`src/fsp_pkg.sv`:
```
// Constants for the fast shutdown priority block
package fsp_pkg;
  localparam int NUM_CH = 2;
  localparam int PRIO_W = 3;
  localparam int PRIO_LSB_STEP = 4;
  localparam int REG_W = 8;
  localparam logic [7:0] PRIO_REG_ADDR = 8'h28;
  localparam logic [7:0] PRIO_REG_RESET = 8'h00;
  localparam logic [7:0] UNMAPPED_RDATA = 8'h00;
endpackage : fsp_pkg

```
`src/fsp_top.sv`:
```
// Channel 3/4 fast shutdown priority register and shutdown decision
// How it works
// - Each channel holds a 3-bit priority, used only when multi-level select is set.
// - Register 0x28: channel 4 in bits 6:4, channel 3 in bits 2:0, RW, reset 0.
// - Code less than or equal to channel priority powers that channel off.
// - Code greater than channel priority leaves the channel untouched.
// - Code shutdown runs the channel reset clearing but keeps cool-down timers running.
// - Channels sharing a priority value all drop together on a qualifying code.
// - Four-pair halves decide alone; host gives both the same priority.
// - After a code shutdown, power-on repowers if detect/class valid and allocation fits.
// - Shutdown clears done events, disconnect, cut, start, limit and four-pair cut faults.
// - Shutdown clears status, enables, autoclass, class change, fault, four-pair, foldback.
// - Shutdown zeroes voltage, current, detect resistance/capacitance and autoclass readings.
// - Shutdown clears requested class, detection results, assigned and previous class.
// - No memory of earlier codes; each code judged alone against current priorities.
// - Each code acts at once, one clock after it is delivered.
`timescale 1ns/1ps
module fsp_top (
  // Clock and reset
  input wire logic CORE_CLK_IN,
  input wire logic RST_IN,
  // Register command port
  input wire logic REG_WR_IN,
  input wire logic REG_RD_IN,
  input wire logic [7:0] REG_ADDR_IN,
  input wire logic [fsp_pkg::REG_W-1:0] REG_WDATA_IN,
  output logic [fsp_pkg::REG_W-1:0] REG_RDATA_OUT,
  output logic REG_RVALID_OUT,
  // Shutdown code from the serial receiver
  input wire logic MULTI_LEVEL_SHUTDOWN_SELECT_IN,
  input wire logic FAST_SHUTDOWN_VALID_IN,
  input wire logic [fsp_pkg::PRIO_W-1:0] FAST_SHUTDOWN_CODE_IN,
  // Per-channel commands and qualifiers
  input wire logic [fsp_pkg::NUM_CH-1:0] CHAN_RESET_CMD_IN,
  input wire logic [fsp_pkg::NUM_CH-1:0] POWER_ON_COMMAND_IN,
  input wire logic [fsp_pkg::NUM_CH-1:0] DET_CLASS_VALID_IN,
  input wire logic [fsp_pkg::NUM_CH-1:0] ALLOC_SUFFICIENT_IN,
  // Per-channel results
  output logic [fsp_pkg::NUM_CH-1:0] SHUTDOWN_HIT_OUT,
  output logic [fsp_pkg::NUM_CH-1:0] CLEAR_EVENTS_OUT,
  output logic [fsp_pkg::NUM_CH-1:0] CLEAR_STATUS_OUT,
  output logic [fsp_pkg::NUM_CH-1:0] CLEAR_MEAS_OUT,
  output logic [fsp_pkg::NUM_CH-1:0] CLEAR_CLASS_OUT,
  output logic [fsp_pkg::NUM_CH-1:0] COOLDOWN_CANCEL_OUT,
  output logic [fsp_pkg::NUM_CH-1:0] POWER_ON_OUT,
  output logic [fsp_pkg::NUM_CH-1:0] CHAN_POWERED_OUT
);
  import fsp_pkg::*;

  logic [REG_W-1:0] prio_reg_q;
  logic [REG_W-1:0] prio_reg_d;
  logic [REG_W-1:0] rdata_q;
  logic [REG_W-1:0] rdata_d;
  logic rvalid_q;
  logic rvalid_d;
  logic [NUM_CH-1:0] hit_q;
  logic [NUM_CH-1:0] hit_d;
  logic [NUM_CH-1:0] clr_q;
  logic [NUM_CH-1:0] clr_d;
  logic [NUM_CH-1:0] cancel_q;
  logic [NUM_CH-1:0] cancel_d;
  logic [NUM_CH-1:0] pon_q;
  logic [NUM_CH-1:0] pon_d;
  logic [NUM_CH-1:0] powered_q;
  logic [NUM_CH-1:0] powered_d;
  logic [NUM_CH-1:0] qualify;
  logic addr_hit;

  assign addr_hit = (REG_ADDR_IN == PRIO_REG_ADDR);

  // Register file
  always_comb begin
    prio_reg_d = prio_reg_q;
    rdata_d = rdata_q;
    rvalid_d = 1'b0;
    if (REG_WR_IN && addr_hit) begin
      prio_reg_d = REG_WDATA_IN;
    end
    if (REG_RD_IN) begin
      rvalid_d = 1'b1;
      rdata_d = addr_hit ? prio_reg_q : UNMAPPED_RDATA;
    end
  end

  always_ff @(posedge CORE_CLK_IN) begin
    if (RST_IN) begin
      prio_reg_q <= PRIO_REG_RESET;
      rdata_q <= UNMAPPED_RDATA;
      rvalid_q <= 1'b0;
    end else begin
      prio_reg_q <= prio_reg_d;
      rdata_q <= rdata_d;
      rvalid_q <= rvalid_d;
    end
  end

  // Per-channel priority compare
  genvar i;
  generate
    for (i = 0; i < NUM_CH; i++) begin : g_ch
      logic [PRIO_W-1:0] prio;
      assign prio = prio_reg_q[i*PRIO_LSB_STEP +: PRIO_W];
      // Code <= priority drops the channel; only with multi-level select
      assign qualify[i] = MULTI_LEVEL_SHUTDOWN_SELECT_IN && FAST_SHUTDOWN_VALID_IN
                          && (FAST_SHUTDOWN_CODE_IN <= prio);
    end
  endgenerate

  // Channel actions
  always_comb begin
    hit_d = qualify;
    clr_d = qualify | CHAN_RESET_CMD_IN;
    cancel_d = CHAN_RESET_CMD_IN;
    pon_d = POWER_ON_COMMAND_IN & DET_CLASS_VALID_IN & ALLOC_SUFFICIENT_IN
            & ~clr_d;
    powered_d = (powered_q | pon_d) & ~clr_d;
  end

  always_ff @(posedge CORE_CLK_IN) begin
    if (RST_IN) begin
      hit_q <= '0;
      clr_q <= '0;
      cancel_q <= '0;
      pon_q <= '0;
      powered_q <= '0;
    end else begin
      hit_q <= hit_d;
      clr_q <= clr_d;
      cancel_q <= cancel_d;
      pon_q <= pon_d;
      powered_q <= powered_d;
    end
  end

  assign REG_RDATA_OUT = rdata_q;
  assign REG_RVALID_OUT = rvalid_q;
  assign SHUTDOWN_HIT_OUT = hit_q;
  assign CLEAR_EVENTS_OUT = clr_q;
  assign CLEAR_STATUS_OUT = clr_q;
  assign CLEAR_MEAS_OUT = clr_q;
  assign CLEAR_CLASS_OUT = clr_q;
  assign COOLDOWN_CANCEL_OUT = cancel_q;
  assign POWER_ON_OUT = pon_q;
  assign CHAN_POWERED_OUT = powered_q;
endmodule // fsp_top

```
`config.mk`:
```
export PLATFORM = sky130hd
export DESIGN_NAME = fsp_top
export DESIGN_NICKNAME = d
export VERILOG_FILES = /design/src/fsp_pkg.sv /design/src/fsp_top.sv
export SDC_FILE = /design/constraint.sdc
export NUM_CORES = 1
export LEC_CHECK = 0
export CELL_PAD_IN_SITES_DETAIL_PLACEMENT = 0
export CELL_PAD_IN_SITES_GLOBAL_PLACEMENT = 2
export CORE_ASPECT_RATIO = 0.6
export CORE_MARGIN = 1
export CORE_UTILIZATION = 37
export DETAILED_ROUTE_END_ITERATION = 8
export DONT_BUFFER_PORTS = 1
export PLACE_DENSITY = 0.92
export SLEW_MARGIN = 20
export SYNTH_ARGS = -nofsm -noshare
export SYNTH_HDL_FRONTEND = slang
export SYNTH_SLANG_ARGS = --single-unit
export TNS_END_PERCENT = 30
```
`constraint.sdc`:
```
create_clock -name CORE_CLK_IN -period 2.6 [get_ports CORE_CLK_IN]
set_clock_uncertainty 0.2 [all_clocks]
set_input_delay 0.39 -clock CORE_CLK_IN [delete_from_list [all_inputs] [get_ports CORE_CLK_IN]]
set_output_delay 0.39 -clock CORE_CLK_IN [all_outputs]
set_load 0.01 [all_outputs]
```
==> flow_summary.toml <==
[routing]
via_count = 987
drc = 0
firstDrtPassIters = 4
ant_nets = 0
avgRoutedWirePerCell_um = 16.8
vias_per_cell = 5.71
drtIter0Drc = 71
drt_wl_total_um = 2900

[power_and_ir_drop]
ir_worst_vdd_mv = 0.155
internal-power_w = 0.000554
p_sw_w = 0.000167
p_per_area_nw_per_um2 = 540
p_sw_share_pct = 23.2
power_leakage_nw = 0.480
pwr-share-seq_pct = 59.8
combPwrFrac_pct = 7.0
p_clk_share_pct = 33.3

[setup_path]
critical_path_buf_inv_count = 1
crit_type = "reg -> reg"
ff2ff_setup_slack_ps = 850
r2r_cells = 5
path_delay_family = "compound AO/OA/AOI/OAI gates"
cp-end-kind = "flip-flop"
r2r-end = "CHAN_POWERED_OUT[1]"
r2r_start = "prio_reg_q[5]"
critPathRequiredTime_ps = 2560
start_kind = "flip-flop"
arrival_ps = 1710
crit_chain = "inv_1 > ha_1 > and3b_1 > o21ai_0 > a2111oi_0"
critPathMaxFanout = 3
slowest_delay_ps = 390
critPathSlowestCell = "a2111oi_0"

[die]
num_rows = 16
dieArea_sq_um = 3710
chipWidth_um = 77.9
io_pins = 58
die_h_um = 47.6
initial_core_util_pct = 39.0
coreArea_sq_um = 3280

[global_routing]
overflow = 0
antenna_found_initial = 0
grt_start_max_net_pins = 18
grt_use_total_pct = 15.7
grt_pass1_wl_um = 4370
grt_pass1_vias = 933

[sta]
slew_violations = 0
rsz0062_at_grt = "no"
fin_crit_sh_pct = 67.3
final-setup-viol-count = 0
max_slew.worst_pin.slew_ps = 791
max_clock_freq_mhz = 571
hold_ws_ps = 12.3
tns_ps = 0
slew_headroom_pct = 47.1
hold_violations = 0
min_period_ps = 1750

[clock_network]
post_cts_resized = 0
cts-buffers-inserted = 3
cts-root-buf = "clkbuf_8"
htreeDepth = 1
cts.clk_slew.worst_paths_ps = 90
clock_path_buffers = 2
clock-sinks = 27
cts_tree = "yes"
clk_latency_ps = 270

[layout]
drive_gt1_share_pct = 4.69
diodes = 0
syn_to_final_growth_pct = 4.50
finalNetCount = 168
fillers = 346

[logic_synthesis]
synthAdderAreaFrac_pct = 5.87
yosys.area_share.simple_pct = 22.2
synth_top_family_by_area = "simple AND/OR/NAND/NOR gates"
synth_area_sq_um = 1280
avgSynthCellArea_sq_um = 9.55
yosys.area.top_type = "dfxtp_1"
synth-xor-area-share_pct = 0
syn_nets = 173
ys_seq_elements = 27
ys_types = 25
synth_mux_area_share_pct = 0
synth_compound_area_share_pct = 19.6
yosysWarnings = 0
synthTopCellsByArea = "dfxtp_1 42%, nand4_1 6.4%, ha_1 5.9%"
synthCells = 134
synth_top_area_share_pct = 42.2
yosysSeqAreaShare_pct = 42.2

[hold_path]
holdCritPathClass = "in -> reg"
hold_depth = 1
min_from = "RST_IN"
holdPathEnd = "prio_reg_q[1]"

[run_status]
status = "complete, no violations"

[placed_design]
place.detailed.hpwl_um = 2090
io_buffers = 0
gp_congestion = 0.724

[job]
max_cap_violations = 0
[synthesized netlist by cell type]
cell type / number
buf_2: 1
clkbuf_1: 3
nand4_1: 13
o31ai_1: 4
a2111oi_0: 3
nand2b_1: 8
nor4b_4: 2
a31o_1: 4
a21o_1: 2
o21ai_0: 4
and3b_1: 2
nand3_1: 3
nor2b_1: 7
buf_1: 2
nor2_1: 1
buf_4: 9
inv_1: 10
o211a_1: 2
dfxtp_1: 27
a31oi_1: 4
and2_0: 1
ha_1: 6
and3_1: 3
a311oi_1: 4
a21oi_1: 9
[cell families (layout without fill, tap and decap cells)]
kind of cell    count (synthesis)  after routing
simple gates                   40             40
compound gates                 36             36
fa+ha+maj                       6              6
flops                          27             27
buf+inv                        25             19
[worst max-delay path by stage]
| stage | from | end | depth (start not counted) |
|---|---|---|---|
| floorplan | FAST_SHUTDOWN_CODE_IN[2] | CHAN_POWERED_OUT[1] | 4 |
| global placement | REG_ADDR_IN[1] | prio_reg_q[7] | 3 |
| detailed placement | REG_ADDR_IN[1] | prio_reg_q[5] | 3 |
| CTS | prio_reg_q[2] | CHAN_POWERED_OUT[0] | 5 |
| global route | prio_reg_q[2] | POWER_ON_OUT[0] | 5 |
| finish | prio_reg_q[5] | CHAN_POWERED_OUT[1] | 5 |
[layer usage]
| layer | global-route usage (%) | share of wire [%] |
|---|---|---|
| met1 | 19.1 | 48 |
| met2 | 27.4 | 43 |
| met3 | 6.67 | 8.2 |
| met4 | 2.22 | 0.72 |
| met5 | 0 | 0 |
[sequential cells by signal, summed over array words and instances, names as in the netlist]
name and flops:
prio_reg_q 8, SHUTDOWN_HIT_OUT 2, CLEAR_CLASS_OUT 2, REG_RDATA_OUT 8, COOLDOWN_CANCEL_OUT 2, CHAN_POWERED_OUT 2
REG_RVALID_OUT 1, POWER_ON_OUT 2
[through the flow]
stage / power, W / util [%] / std cells / instance area (sq um) / worst slack [ps]
global route: 0.000758 / 40.7 / 173 / 1340 / 697
floorplan: 0.000492 / - / 134 / 1280 / 979
CTS: 0.000729 / 40.4 / 172 / 1330 / 841
finish: 0.000722 / 40.7 / 173 / 1340 / 849
global placement: 0.000480 / 38.1 / 165 / 1250 / 680
detailed placement: 0.000482 / 38.1 / 165 / 1250 / 640
[power by group through the flow]
stage,Combinational [W],Clock [W],Sequential (W)
2_1_floorplan,0.0000557,0,0.000437
3_3_place_gp,0.0000387,0,0.000441
3_5_place_dp,0.0000405,0,0.000441
4_1_cts,0.0000480,0.000249,0.000432
5_1_grt,0.0000558,0.000269,0.000433
6_report,0.0000502,0.000240,0.000431
[repair_timing]
action	4_1_cts	5_1_grt
setup endpoints to repair	0	0
setup buffers	0	0
endpoints found under the hold margin	14	1
hold buffers	3	1
[layout by cell type (no fill, tap or decap)]
cell           Yosys  final
dfxtp_1           27     27
nand4_1           13     13
inv_1             10     10
a21oi_1            9      9
nand2b_1           8      8
nor2b_1            7      7
ha_1               6      6
o21ai_0            4      4
a31oi_1            4      4
o31ai_1            4      4
a311oi_1           4      4
a31o_1             4      4
dlygate4sd3_1      0      4
nand3_1            3      3
a2111oi_0          3      3
and3_1             3      3
clkbuf_8           0      3
and3b_1            2      2
a21o_1             2      2
nor4b_4            2      2
o211a_1            2      2
and2_0             1      1
nor2_1             1      1
clkbuf_1           3      1
buf_4              9      1
[layout make-up]
type                       instances  area [sq um]  share of cell area, %
sequential                        27           541                   40.4
timing repair buffer               5          47.5                   3.55
inverter                          10          37.5                   2.81
multi-input combinational         82           611                   45.7
clock buffer                       4          45.0                   3.37
tap                               45          56.3                   4.21
(Power assumes the default switching activity.)
